### config.mk
export PLATFORM = sky130hd
export DESIGN_NAME = t1_rx_path_mode_config
export DESIGN_NICKNAME = d
export VERILOG_FILES = /design/src/t1rx_pkg.sv /design/src/t1_rx_path_mode_config.sv
export SDC_FILE = /design/constraint.sdc
export NUM_CORES = 1
export LEC_CHECK = 0
export BUFFER_PORTS_ARGS = -buffer_cell sky130_fd_sc_hd__buf_4
export CORE_UTILIZATION = 59
export CTS_CLUSTER_SIZE = 10
export DETAILED_ROUTE_END_ITERATION = 8
export MAX_ROUTING_LAYER = met4
export PLACE_DENSITY = 0.78
export SETUP_SLACK_MARGIN = 0.3
export SLEW_MARGIN = 0
export SYNTH_ARGS = -nofsm -noshare
export SYNTH_HDL_FRONTEND = slang
export SYNTH_HIERARCHICAL = 1
export SYNTH_SLANG_ARGS = --single-unit
### constraint.sdc
create_clock -name clk -period 6.1 [get_ports clk]
set_input_delay 1.22 -clock clk [delete_from_list [all_inputs] [get_ports clk]]
set_output_delay 1.22 -clock clk [all_outputs]
set_load 0.05 [all_outputs]
### src/t1rx_pkg.sv
// shared constants, register map and types for the t1 receive path mode configuration
package t1rx_pkg;

  // register indices within one framer block; byte address is four times the index
  localparam logic [6:0] IDX_RX_INTERFACE_MODE    = 7'h01;
  localparam logic [6:0] IDX_RX_INTERFACE_OPTIONS = 7'h03;
  localparam logic [6:0] IDX_RX_FRAMER_CONFIG     = 7'h20;
  localparam logic [6:0] IDX_RX_ALARM_CONFIG      = 7'h2C;
  localparam logic [6:0] IDX_RX_SIGBUF_CONFIG     = 7'h40;
  localparam int         FRAMER_STRIDE_IDX        = 128;
  localparam int         FRAMER_COUNT             = 8;
  localparam int         ADDR_W                   = 12;

  // interface mode encodings
  localparam logic [7:0] MODE_SLAVE_CLKREF  = 8'h80;
  localparam logic [7:0] MODE_SLAVE_EXT1544 = 8'hC0;
  localparam logic [7:0] MODE_SLAVE_EXT2048 = 8'hD0;
  localparam logic [7:0] MODE_MASTER_FULL   = 8'h40;
  localparam logic [7:0] MODE_MASTER_FRAC   = 8'h00;

  // option settings and field positions
  localparam logic [7:0] OPT_SLAVE_NORMAL  = 8'h13;
  localparam logic [7:0] OPT_MASTER_NORMAL = 8'h10;
  localparam int         OPT_DATA_EN_BIT   = 4;
  localparam int         OPT_DRIVE_RISE_BIT = 1;
  localparam int         OPT_FP_FALL_BIT   = 0;

  localparam logic [7:0] FRAME_PROCESSOR_ESF_CRC     = 8'h30;
  localparam int         FRAME_PROCESSOR_ESF_BIT     = 4;
  localparam int         FRAME_PROCESSOR_CRC_MIMIC_BIT = 5;
  localparam logic [7:0] ALARM_DETECTOR_ESF         = 8'h10;
  localparam int         ALARM_DETECTOR_ESF_BIT     = 4;
  localparam logic [7:0] SIGBUF_ESF       = 8'h04;
  localparam int         SIGBUF_ESF_BIT   = 2;
  localparam logic [7:0] FORMAT_SF        = 8'h00;

  // reset values: slave external signaling, superframe, backplane outputs off
  localparam logic [7:0] RST_MODE    = 8'hC0;
  localparam logic [7:0] RST_OPTIONS = 8'h00;
  localparam logic [7:0] RST_FRAME_PROCESSOR    = 8'h00;
  localparam logic [7:0] RST_ALARM_DETECTOR    = 8'h00;
  localparam logic [7:0] RST_SIGBUF  = 8'h00;

  // timing: master backplane clock derived from the core clock
  localparam int         CLK_FREQ_KHZ   = 200000;
  localparam int         T1_RATE_KBPS   = 1544;
  localparam int         MASTER_HALF_CYC = CLK_FREQ_KHZ / (2 * T1_RATE_KBPS);
  localparam int         FRAME_BITS     = 193;
  localparam int         FIFO_DEPTH     = 8;

  typedef enum {
    T1RX_RX_SLAVE_CLKREF,
    T1RX_RX_SLAVE_EXT1544,
    T1RX_RX_SLAVE_EXT2048,
    T1RX_RX_MASTER_FULL,
    T1RX_RX_MASTER_FRAC,
    T1RX_RX_UNSUPPORTED
  } t1rx_rx_mode_t;

  typedef enum {
    T1RX_TX_SLAVE_CLKREF,
    T1RX_TX_SLAVE_EXT,
    T1RX_TX_MASTER,
    T1RX_TX_MULTIPLEXED
  } t1rx_tx_mode_t;

  typedef struct packed {
    logic data;
    logic signaling;
  } t1rx_word_t;

  typedef struct packed {
    logic data;
    logic dataOe;
    logic signaling;
    logic signalingOe;
    logic framePulse;
    logic framePulseOe;
    logic clockOut;
    logic clockOutOe;
  } t1rx_backplane_t;

endpackage : t1rx_pkg

### src/t1_rx_path_mode_config.sv
// fifo and top level of the t1 receive path mode configuration and backplane output stage
//
// Register access over Avalon-MM is this design's own decision.
`timescale 1ns/1ps
`default_nettype none

module t1rx_fifo #(
  parameter int WIDTH = 2,
  parameter int DEPTH = 8
) (
  input  wire logic             clk,
  input  wire logic             rst_n,
  input  wire logic [WIDTH-1:0] inData,
  input  wire logic             inValid,
  output logic                  inReady,
  output logic      [WIDTH-1:0] outData,
  output logic                  outValid,
  input  wire logic             outReady
);
  localparam int PW = $clog2(DEPTH);
  logic [WIDTH-1:0] mem [DEPTH];
  logic [PW:0]      wrPtr_q;
  logic [PW:0]      rdPtr_q;
  logic             push;
  logic             pop;

  assign inReady  = (wrPtr_q - rdPtr_q) != (PW+1)'(DEPTH);
  assign outValid = wrPtr_q != rdPtr_q;
  assign push     = inValid & inReady;
  assign pop      = outValid & outReady;
  assign outData  = mem[rdPtr_q[PW-1:0]];

  always_ff @(posedge clk) begin
    if (push) begin
      mem[wrPtr_q[PW-1:0]] <= inData;
    end
  end

  always_ff @(posedge clk or negedge rst_n) begin
    if (!rst_n) begin
      wrPtr_q <= '0;
      rdPtr_q <= '0;
    end else begin
      if (push) begin
        wrPtr_q <= wrPtr_q + (PW+1)'(1);
      end
      if (pop) begin
        rdPtr_q <= rdPtr_q + (PW+1)'(1);
      end
    end
  end
endmodule : t1rx_fifo

////////////////////////////////////////////////////////////////////////////////

// What this block does
// mode 80h selects clock slave referenced to backplane clock
// mode C0h selects slave external signaling at 1.544 Mbit/s
// mode D0h selects slave external signaling at 2.048 Mbit/s
// mode 40h selects full-rate clock master sourcing its own backplane clock
// options 13h in slave: drive data on clock rise, sample frame pulse falling
// external signaling with options 13h enables data and signaling, updated on rise
// master with options 10h enables data, data and frame pulse change on own rise
// framer config 30h gives extended superframe with crc-6 during mimic pattern
// framer config zero gives superframe
// alarm config 10h gives extended superframe alarm evaluation
// alarm config zero gives superframe alarm evaluation
// signaling buffer config 04h gives extended superframe extraction
// signaling buffer config zero gives superframe extraction
// five receive modes and four transmit modes are selectable; only the five receive modes are decoded here, no transmit mode register exists
// each framer's registers repeat every 80h index for eight framers
// reset gives t1, slave external signaling, superframe format
// software keeps framer, alarm and signaling formats consistent
module t1_rx_path_mode_config (
  input  wire logic                         clk,
  input  wire logic                         rst_n,
  // avalon-mm slave, byte address
  input  wire logic [t1rx_pkg::ADDR_W-1:0]  avsAddress,
  input  wire logic                         avsRead,
  input  wire logic                         avsWrite,
  input  wire logic [31:0]                  avsWritedata,
  output logic      [31:0]                  avsReaddata,
  output logic                              avsWaitrequest,
  // payload from the receive frame processor
  input  wire t1rx_pkg::t1rx_word_t         payloadIn,
  input  wire logic                         payloadValid,
  output logic                              payloadReady,
  // backplane pins
  input  wire logic                         rxBackplaneCommonClock,
  input  wire logic                         rxBackplaneCommonFramePulse,
  output t1rx_pkg::t1rx_backplane_t         rxBackplane,
  output logic                              rxFrameAligned,
  // per-framer decoded configuration, then backplane rate and receive mode of framer 0
  output logic [t1rx_pkg::FRAMER_COUNT-1:0] framerEsf,
  output logic [t1rx_pkg::FRAMER_COUNT-1:0] framerCrcOnMimic,
  output logic [t1rx_pkg::FRAMER_COUNT-1:0] alarmEsf,
  output logic [t1rx_pkg::FRAMER_COUNT-1:0] sigbufEsf,
  output logic                              backplaneRate2048,
  output t1rx_pkg::t1rx_rx_mode_t           rxMode
);
  localparam int NF = t1rx_pkg::FRAMER_COUNT;

  logic [7:0] modeQ [NF];
  logic [7:0] optQ  [NF];
  logic [7:0] frmpQ [NF];
  logic [7:0] almdQ [NF];
  logic [7:0] sigQ  [NF];

  logic       ack_q;
  logic [9:0] regIdx;
  logic [2:0] fSel;
  logic [6:0] rOff;
  logic       wrEn;
  logic [7:0] rdByte;
  logic       rdHit;
  logic [31:0] readdata_q;

  //////////////////////////////////////////////////////////////////////////////
  // bus slave: one wait cycle, then the access completes

  assign regIdx         = avsAddress[t1rx_pkg::ADDR_W-1:2];
  assign fSel           = regIdx[9:7];
  assign rOff           = regIdx[6:0];
  assign avsWaitrequest = (avsRead | avsWrite) & ~ack_q;
  assign wrEn           = avsWrite & ack_q;
  assign avsReaddata    = readdata_q;

  always_ff @(posedge clk or negedge rst_n) begin
    if (!rst_n) begin
      ack_q <= 1'b0;
    end else begin
      ack_q <= (avsRead | avsWrite) & ~ack_q;
    end
  end

  always_comb begin
    rdHit  = 1'b1;
    rdByte = 8'h00;
    unique case (rOff)
      t1rx_pkg::IDX_RX_INTERFACE_MODE:    rdByte = modeQ[fSel];
      t1rx_pkg::IDX_RX_INTERFACE_OPTIONS: rdByte = optQ[fSel];
      t1rx_pkg::IDX_RX_FRAMER_CONFIG:     rdByte = frmpQ[fSel];
      t1rx_pkg::IDX_RX_ALARM_CONFIG:      rdByte = almdQ[fSel];
      t1rx_pkg::IDX_RX_SIGBUF_CONFIG:     rdByte = sigQ[fSel];
      default:                            rdHit  = 1'b0;
    endcase
  end

  // data captured in the wait cycle so it is stable at the completing edge
  always_ff @(posedge clk or negedge rst_n) begin
    if (!rst_n) begin
      readdata_q <= 32'h0;
    end else if (avsRead & ~ack_q) begin
      readdata_q <= rdHit ? {24'h0, rdByte} : 32'h0;
    end
  end

  //////////////////////////////////////////////////////////////////////////////
  // per-framer register copies and format decode

  for (genvar f = 0; f < NF; f++) begin : gFramer
    always_ff @(posedge clk or negedge rst_n) begin
      if (!rst_n) begin
        modeQ[f] <= t1rx_pkg::RST_MODE;
        optQ[f]  <= t1rx_pkg::RST_OPTIONS;
        frmpQ[f] <= t1rx_pkg::RST_FRAME_PROCESSOR;
        almdQ[f] <= t1rx_pkg::RST_ALARM_DETECTOR;
        sigQ[f]  <= t1rx_pkg::RST_SIGBUF;
      end else if (wrEn && fSel == 3'(f)) begin
        unique case (rOff)
          t1rx_pkg::IDX_RX_INTERFACE_MODE:    modeQ[f] <= avsWritedata[7:0];
          t1rx_pkg::IDX_RX_INTERFACE_OPTIONS: optQ[f]  <= avsWritedata[7:0];
          t1rx_pkg::IDX_RX_FRAMER_CONFIG:     frmpQ[f] <= avsWritedata[7:0];
          t1rx_pkg::IDX_RX_ALARM_CONFIG:      almdQ[f] <= avsWritedata[7:0];
          t1rx_pkg::IDX_RX_SIGBUF_CONFIG:     sigQ[f]  <= avsWritedata[7:0];
          default: ;
        endcase
      end
    end
    // superframe whenever the esf field is clear
    assign framerEsf[f]        = frmpQ[f][t1rx_pkg::FRAME_PROCESSOR_ESF_BIT];
    assign framerCrcOnMimic[f] = frmpQ[f][t1rx_pkg::FRAME_PROCESSOR_CRC_MIMIC_BIT];
    assign alarmEsf[f]         = almdQ[f][t1rx_pkg::ALARM_DETECTOR_ESF_BIT];
    assign sigbufEsf[f]        = sigQ[f][t1rx_pkg::SIGBUF_ESF_BIT];
  end

  //////////////////////////////////////////////////////////////////////////////
  // receive mode of framer 0, which owns the backplane pins here

  always_comb begin
    unique case (modeQ[0])
      t1rx_pkg::MODE_SLAVE_CLKREF:  rxMode = t1rx_pkg::T1RX_RX_SLAVE_CLKREF;
      t1rx_pkg::MODE_SLAVE_EXT1544: rxMode = t1rx_pkg::T1RX_RX_SLAVE_EXT1544;
      t1rx_pkg::MODE_SLAVE_EXT2048: rxMode = t1rx_pkg::T1RX_RX_SLAVE_EXT2048;
      t1rx_pkg::MODE_MASTER_FULL:   rxMode = t1rx_pkg::T1RX_RX_MASTER_FULL;
      t1rx_pkg::MODE_MASTER_FRAC:   rxMode = t1rx_pkg::T1RX_RX_MASTER_FRAC;
      default:                      rxMode = t1rx_pkg::T1RX_RX_UNSUPPORTED;
    endcase
  end

  logic isSlave;
  logic isExt;
  logic isMasterFull;
  assign isExt        = rxMode == t1rx_pkg::T1RX_RX_SLAVE_EXT1544 || rxMode == t1rx_pkg::T1RX_RX_SLAVE_EXT2048;
  assign isSlave      = isExt || rxMode == t1rx_pkg::T1RX_RX_SLAVE_CLKREF;
  assign isMasterFull = rxMode == t1rx_pkg::T1RX_RX_MASTER_FULL;
  // the slave follows the common clock, so the rate only informs downstream timing
  assign backplaneRate2048 = rxMode == t1rx_pkg::T1RX_RX_SLAVE_EXT2048;

  //////////////////////////////////////////////////////////////////////////////
  // payload buffer

  t1rx_pkg::t1rx_word_t fifoOut;
  logic                 fifoValid;
  logic                 fifoPop;

  t1rx_fifo #(
    .WIDTH ($bits(t1rx_pkg::t1rx_word_t)),
    .DEPTH (t1rx_pkg::FIFO_DEPTH)
  ) uFifo (
    .clk      (clk),
    .rst_n    (rst_n),
    .inData   (payloadIn),
    .inValid  (payloadValid),
    .inReady  (payloadReady),
    .outData  (fifoOut),
    .outValid (fifoValid),
    .outReady (fifoPop)
  );

  //////////////////////////////////////////////////////////////////////////////
  // pin synchronisers and common clock edge detection

  logic ckSync1_q;
  logic ckSync2_q;
  logic ckPrev_q;
  logic fpSync1_q;
  logic fpSync2_q;
  logic ckRise;
  logic ckFall;

  always_ff @(posedge clk or negedge rst_n) begin
    if (!rst_n) begin
      ckSync1_q <= 1'b0;
      ckSync2_q <= 1'b0;
      ckPrev_q  <= 1'b0;
      fpSync1_q <= 1'b0;
      fpSync2_q <= 1'b0;
    end else begin
      ckSync1_q <= rxBackplaneCommonClock;
      ckSync2_q <= ckSync1_q;
      ckPrev_q  <= ckSync2_q;
      fpSync1_q <= rxBackplaneCommonFramePulse;
      fpSync2_q <= fpSync1_q;
    end
  end

  assign ckRise = ckSync2_q & ~ckPrev_q;
  assign ckFall = ~ckSync2_q & ckPrev_q;

  //////////////////////////////////////////////////////////////////////////////
  // master clock divider and frame counter

  logic [6:0] divCnt_q;
  logic       mClk_q;
  logic       mRise;
  logic [7:0] bitCnt_q;

  assign mRise = isMasterFull && !mClk_q && divCnt_q == 7'(t1rx_pkg::MASTER_HALF_CYC - 1);

  always_ff @(posedge clk or negedge rst_n) begin
    if (!rst_n) begin
      divCnt_q <= 7'h00;
      mClk_q   <= 1'b0;
    end else if (!isMasterFull) begin
      divCnt_q <= 7'h00;
      mClk_q   <= 1'b0;
    end else if (divCnt_q == 7'(t1rx_pkg::MASTER_HALF_CYC - 1)) begin
      divCnt_q <= 7'h00;
      mClk_q   <= ~mClk_q;
    end else begin
      divCnt_q <= divCnt_q + 7'h01;
    end
  end

  always_ff @(posedge clk or negedge rst_n) begin
    if (!rst_n) begin
      bitCnt_q <= 8'h00;
    end else if (!isMasterFull) begin
      bitCnt_q <= 8'h00;
    end else if (mRise) begin
      bitCnt_q <= (bitCnt_q == 8'(t1rx_pkg::FRAME_BITS - 1)) ? 8'h00 : bitCnt_q + 8'h01;
    end
  end

  //////////////////////////////////////////////////////////////////////////////
  // backplane output stage

  logic slaveDriveEdge;
  logic slaveSampleEdge;
  logic driveEdge;
  logic dataEn;
  logic data_q;
  logic sig_q;
  logic fpOut_q;
  logic aligned_q;

  assign slaveDriveEdge  = isSlave && (optQ[0][t1rx_pkg::OPT_DRIVE_RISE_BIT] ? ckRise : ckFall);
  assign slaveSampleEdge = isSlave && (optQ[0][t1rx_pkg::OPT_FP_FALL_BIT] ? ckFall : ckRise);
  assign driveEdge       = slaveDriveEdge | mRise;
  assign dataEn          = optQ[0][t1rx_pkg::OPT_DATA_EN_BIT] & (isSlave | isMasterFull);
  // an empty buffer stalls nothing on the line side; the pin idles high instead
  assign fifoPop         = driveEdge & dataEn & fifoValid;

  always_ff @(posedge clk or negedge rst_n) begin
    if (!rst_n) begin
      data_q <= 1'b1;
      sig_q  <= 1'b1;
    end else if (driveEdge && dataEn) begin
      data_q <= fifoValid ? fifoOut.data : 1'b1;
      sig_q  <= fifoValid ? fifoOut.signaling : 1'b1;
    end
  end

  always_ff @(posedge clk or negedge rst_n) begin
    if (!rst_n) begin
      fpOut_q <= 1'b0;
    end else if (mRise) begin
      fpOut_q <= bitCnt_q == 8'h00;
    end else if (!isMasterFull) begin
      fpOut_q <= 1'b0;
    end
  end

  always_ff @(posedge clk or negedge rst_n) begin
    if (!rst_n) begin
      aligned_q <= 1'b0;
    end else if (slaveSampleEdge) begin
      aligned_q <= fpSync2_q;
    end else if (!isSlave) begin
      aligned_q <= 1'b0;
    end
  end

  assign rxFrameAligned           = aligned_q;
  assign rxBackplane.data         = data_q;
  assign rxBackplane.dataOe       = dataEn;
  assign rxBackplane.signaling    = sig_q;
  assign rxBackplane.signalingOe  = dataEn & isExt;
  assign rxBackplane.framePulse   = fpOut_q;
  assign rxBackplane.framePulseOe = dataEn & isMasterFull;
  assign rxBackplane.clockOut     = mClk_q;
  assign rxBackplane.clockOutOe   = isMasterFull;

  //////////////////////////////////////////////////////////////////////////////
  // checks

  AST_BUS_ONE_WAIT: assert property (@(posedge clk) disable iff (!rst_n) // bus timing is this design's own
    $rose(avsRead | avsWrite) |-> avsWaitrequest ##1 !avsWaitrequest)
    else $error("bus access did not complete after one wait cycle");

  AST_FRAMER_STRIDE: assert property (@(posedge clk) disable iff (!rst_n)
    wrEn && rOff == t1rx_pkg::IDX_RX_FRAMER_CONFIG && fSel == 3'h1
    |=> frmpQ[1] == $past(avsWritedata[7:0]) && $stable(frmpQ[0]))
    else $error("framer config write reached the wrong framer copy");

  AST_MODE_DECODE: assert property (@(posedge clk) disable iff (!rst_n)
    modeQ[0] == t1rx_pkg::MODE_SLAVE_CLKREF |-> isSlave && !isExt && !rxBackplane.clockOutOe)
    else $error("clock reference slave mode decoded wrongly");

  AST_EXT_RATE: assert property (@(posedge clk) disable iff (!rst_n)
    modeQ[0] == t1rx_pkg::MODE_SLAVE_EXT1544 |-> isExt && !backplaneRate2048)
    else $error("1.544 external signaling mode decoded wrongly");

  AST_MASTER_CLOCK: assert property (@(posedge clk) disable iff (!rst_n)
    isMasterFull && $rose(mClk_q) |-> ##[63:64] $fell(mClk_q))
    else $error("master backplane clock half period wrong");

  AST_SLAVE_DRIVE: assert property (@(posedge clk) disable iff (!rst_n)
    isSlave && optQ[0] == t1rx_pkg::OPT_SLAVE_NORMAL && ckRise && fifoValid
    |=> data_q == $past(fifoOut.data))
    else $error("slave data not driven on common clock rise");

  AST_EXT_ENABLES: assert property (@(posedge clk) disable iff (!rst_n)
    isExt && optQ[0] == t1rx_pkg::OPT_SLAVE_NORMAL |-> rxBackplane.dataOe && rxBackplane.signalingOe)
    else $error("external signaling outputs not enabled");

  AST_MASTER_FP: assert property (@(posedge clk) disable iff (!rst_n)
    mRise && bitCnt_q == 8'h00 && optQ[0] == t1rx_pkg::OPT_MASTER_NORMAL
    |=> rxBackplane.framePulse && rxBackplane.framePulseOe && rxBackplane.dataOe)
    else $error("master frame pulse missing at frame start");

  AST_ESF_DECODE: assert property (@(posedge clk) disable iff (!rst_n)
    frmpQ[0] == t1rx_pkg::FRAME_PROCESSOR_ESF_CRC && almdQ[0] == t1rx_pkg::ALARM_DETECTOR_ESF && sigQ[0] == t1rx_pkg::SIGBUF_ESF
    |-> framerEsf[0] && framerCrcOnMimic[0] && alarmEsf[0] && sigbufEsf[0])
    else $error("extended superframe decode wrong");

  AST_SF_DECODE: assert property (@(posedge clk) disable iff (!rst_n)
    frmpQ[0] == t1rx_pkg::FORMAT_SF && almdQ[0] == t1rx_pkg::FORMAT_SF && sigQ[0] == t1rx_pkg::FORMAT_SF
    |-> !framerEsf[0] && !alarmEsf[0] && !sigbufEsf[0])
    else $error("superframe decode wrong");

endmodule : t1_rx_path_mode_config

`default_nettype wire

==> impl_metrics.toml <==
[status]
status = "completed"

[worst_setup_path]
rr_endpoint = "uFifo/rdPtr_q[1]"
worstPathRequired_ps = 4880
critPathArrivalTime_ps = 2690
critical_path.reg2reg.startpoint = "modeQ[58]"
ff2ff_setup_slack_ps = 3010
endpoint = "rxBackplane[2]"
crit_path_end_kind = "output port"
critical_setup_path_kind = "flop to output port"
worstSetupStartpoint = "modeQ[58]"
startpoint_type = "flop"
timing.reg2reg.worst_path_depth = 7
crit_fanout = 16

[routing]
num_vias = 10670
post_drt_wl_per_cell_um = 23.32
firstDrtPassIters = 5
drt_initial_violations = 915
drtAntennaViolNets = 0
drt_drc_violations_left = 0
wl_um = 40280
avgViaCountPerCell = 6.178

[timing]
finalHoldViolCount = 0
worst_slew_pin_slew_ps = 861.6
slew_violations = 0
max_freq_ghz = 0.2559
final.setup.worst_slack_ps = 2191
grt_setup_unrepaired = "no"
slew_headroom = 0.4225
timing.final.crit_share = 0.6407
period_needed_ps = 3909
fin_worst_skew_ps = 19.25
setup_total_negative_slack_ps = 0
setup-violations-final = 0

[min_path]
hold_path_class = "flop to flop"
hp-start = "fpSync1_q"

[layout]
finalNonFillerCells = 1727
fillerInstances = 2228
final_net_count = 1361
diodes = 0
synthToLayoutAreaGrowth_pct = 8.867
drive_above_1_share = 0.4591

[cts]
post-cts-setup-buffer-count = 0
cts_inserted_buffers = 44
clkTransAtPathRegs_ps = 50
cts_max_level = 2
tritoncts_clock_tree = "done"
tritoncts_num_sinks = 378
cts.path.max_buffers = 3
count_of_hold_fix_buffers_inserted_at_cts = 0
cts_root_buffer = "sky130_fd_sc_hd__clkbuf_16"
clk_latency_ps = 550
cts-resized-gates = 0

[logic_synthesis]
synth-seq-cells = 378
synthMostInstantiatedCell = "sky130_fd_sc_hd__dfrtp_1"
ys_warns = 6
synth_top_area_cells = "sky130_fd_sc_hd__dfrtp_1 47%, sky130_fd_sc_hd__mux2_2 20%, sky130_fd_sc_hd__mux4_2 10%"
postSynthCellCount = 1277
netlist-cell-type-count = 69
ys.flop_type = "sky130_fd_sc_hd__dfrtp_1"
async_flop_share = 0.9577
ys_seq_area_frac = 0.5220
mappedNetlistArea_um2 = 18320
synth.top_cells.by_count = "344 x sky130_fd_sc_hd__dfrtp_1, 323 x sky130_fd_sc_hd__mux2_2, 100 x sky130_fd_sc_hd__buf_4"
synth_top_area_frac = 0.4700
yosysTopAreaCell = "sky130_fd_sc_hd__dfrtp_1"
synth_enable_flop_cells = 16
syn-mean-instance-area_um2 = 14.34

[global_routing]
grt-ovfl-total = 0
grt_util_all_layers = 0.2724
grt_start_max_net_pins = 154
initial_antenna_violation_count = 0
grt_first_pass_wirelength_um = 62830
first_global_vias = 10740

[placement]
gp_congestion = 0.9123
buffer_ports.inserted = 81
placedCellCount = 1650
dp_worst_setup_slack_ps = 2357
dp_hpwl_um = 25800

[power_and_ir_drop]
worst_ir_drop_vdd_mv = 0.2337
power_density_nw_per_um2 = 274.2
static-leakage-power_nw = 9.540

[die]
initial_core_util = 0.5988
die_x_um = 178.2
design.core.area_um2 = 30590
ioPinCount = 161
die_area_um2 = 31750
std_cell_rows = 64
fp.dieH_um = 178.2

[flow_run]
max_cap_violations = 0
cell families after synthesis:
| family | synth area share |
|---|---|
| mux | 0.3151 |
| flops | 0.5220 |
| simple gates | 0.06332 |
| buf+inv | 0.05902 |
| compound gates | 0.02548 |
| xor+xnor | 0.009359 |
| fa+ha+maj | 0.005465 |
| other cells | 0.0002047 |
layer usage:
| metal | global-route usage | wire [um] | up-vias |
|---|---|---|---|
| met5 | - | 0 | - |
| met4 | 0.08121 | 1113 | 0 |
| met3 | 0.03794 | 2343 | 81 |
| met2 | 0.4136 | 19040 | 396 |
| met1 | 0.3859 | 17780 | 5583 |
| li1 | - | - | 4610 |
cell type report:
cell class              instances  area (um^2)  share of cell area
clock inverters                 3        26.28            0.001318
repair buffers                 86        690.7             0.03464
well taps                     396        495.5             0.02485
multi-input cells             776         7869              0.3946
clock buffers                  74         1245             0.06243
flip-flops and latches        378         9562              0.4795
inverters                      14        52.55            0.002635
worst min-delay path by stage:
stage	slack [ps]	to	cells after the start
after floorplan	330	ckSync2_q	0
after global placement	340	fpSync2_q	0
after detailed placement	340	fpSync2_q	0
after CTS	350	fpSync2_q	0
after global routing	360	fpSync2_q	0
final	350	fpSync2_q	0
placed cells by master (no fill, tap or decap), types with 4 or more instances in the layout:
cell                        instances
sky130_fd_sc_hd__clkbuf_1          28
sky130_fd_sc_hd__mux2i_1           25
sky130_fd_sc_hd__a21oi_1           14
sky130_fd_sc_hd__a21o_1             4
sky130_fd_sc_hd__nor2_2             4
sky130_fd_sc_hd__dfrtp_1          344
sky130_fd_sc_hd__and2_1             4
sky130_fd_sc_hd__xnor2_1            9
sky130_fd_sc_hd__buf_4             82
sky130_fd_sc_hd__conb_1            53
sky130_fd_sc_hd__o21ai_0           13
sky130_fd_sc_hd__and3_1             7
sky130_fd_sc_hd__o22ai_1           12
sky130_fd_sc_hd__nand4_1            6
sky130_fd_sc_hd__nor3_1            10
sky130_fd_sc_hd__mux4_2            83
sky130_fd_sc_hd__nor3_2             5
sky130_fd_sc_hd__clkbuf_16         45
sky130_fd_sc_hd__dfstp_2           18
sky130_fd_sc_hd__nor4_1             9
sky130_fd_sc_hd__nor2_1            32
sky130_fd_sc_hd__xor2_1             8
sky130_fd_sc_hd__nand2_1           41
sky130_fd_sc_hd__nor3_4             4
sky130_fd_sc_hd__nand3b_1           4
sky130_fd_sc_hd__ha_1               8
sky130_fd_sc_hd__inv_1             14
sky130_fd_sc_hd__mux2_2           323
sky130_fd_sc_hd__nand2_2           27
sky130_fd_sc_hd__nand3_1           10
sky130_fd_sc_hd__o2111ai_1          4
sky130_fd_sc_hd__nor2b_1            6
sky130_fd_sc_hd__edfxtp_1          16
critical path, stage by stage (launching register included):
cell	delay (ps)
sky130_fd_sc_hd__dfrtp_1	420
sky130_fd_sc_hd__nor4_4	430
sky130_fd_sc_hd__nand4_1	590
sky130_fd_sc_hd__inv_1	350
sky130_fd_sc_hd__and2_1	170
sky130_fd_sc_hd__buf_4	190
where the power goes:
| part | switching, mW | internal [mW] | leakage (nW) | total, mW |
|---|---|---|---|---|
| combinational | 0.327 | 0.144 | 3.82 | 0.470 |
| clock | 0.992 | 1.38 | 0.608 | 2.37 |
| sequential | 0.0464 | 2.58 | 5.11 | 2.62 |
| total | 1.36 | 4.10 | 9.54 | 5.47 |
registers in the layout (all words and copies together), names as in the netlist, 16 cells and up:
name	flops
optQ	64
almdQ	56
sigQ	56
modeQ	64
frmpQ	48
uFifo/mem	16
stage by stage:
| step | hold slack [ps] | cell area [um^2] | power, mW | util |
|---|---|---|---|---|
| CTS | 347.7 | 19940 | 5.503 | 0.6519 |
| global placement | 335.2 | 18670 | 3.118 | 0.6103 |
| finish | 347.2 | 19940 | 5.467 | 0.6519 |
| detailed placement | 335.6 | 18670 | 3.137 | 0.6103 |
| global route | 359.5 | 19940 | 5.651 | 0.6519 |
| floorplan | 331.2 | 18510 | 3.015 | - |
No activity file was read; power rests on OpenSTA's default activity.
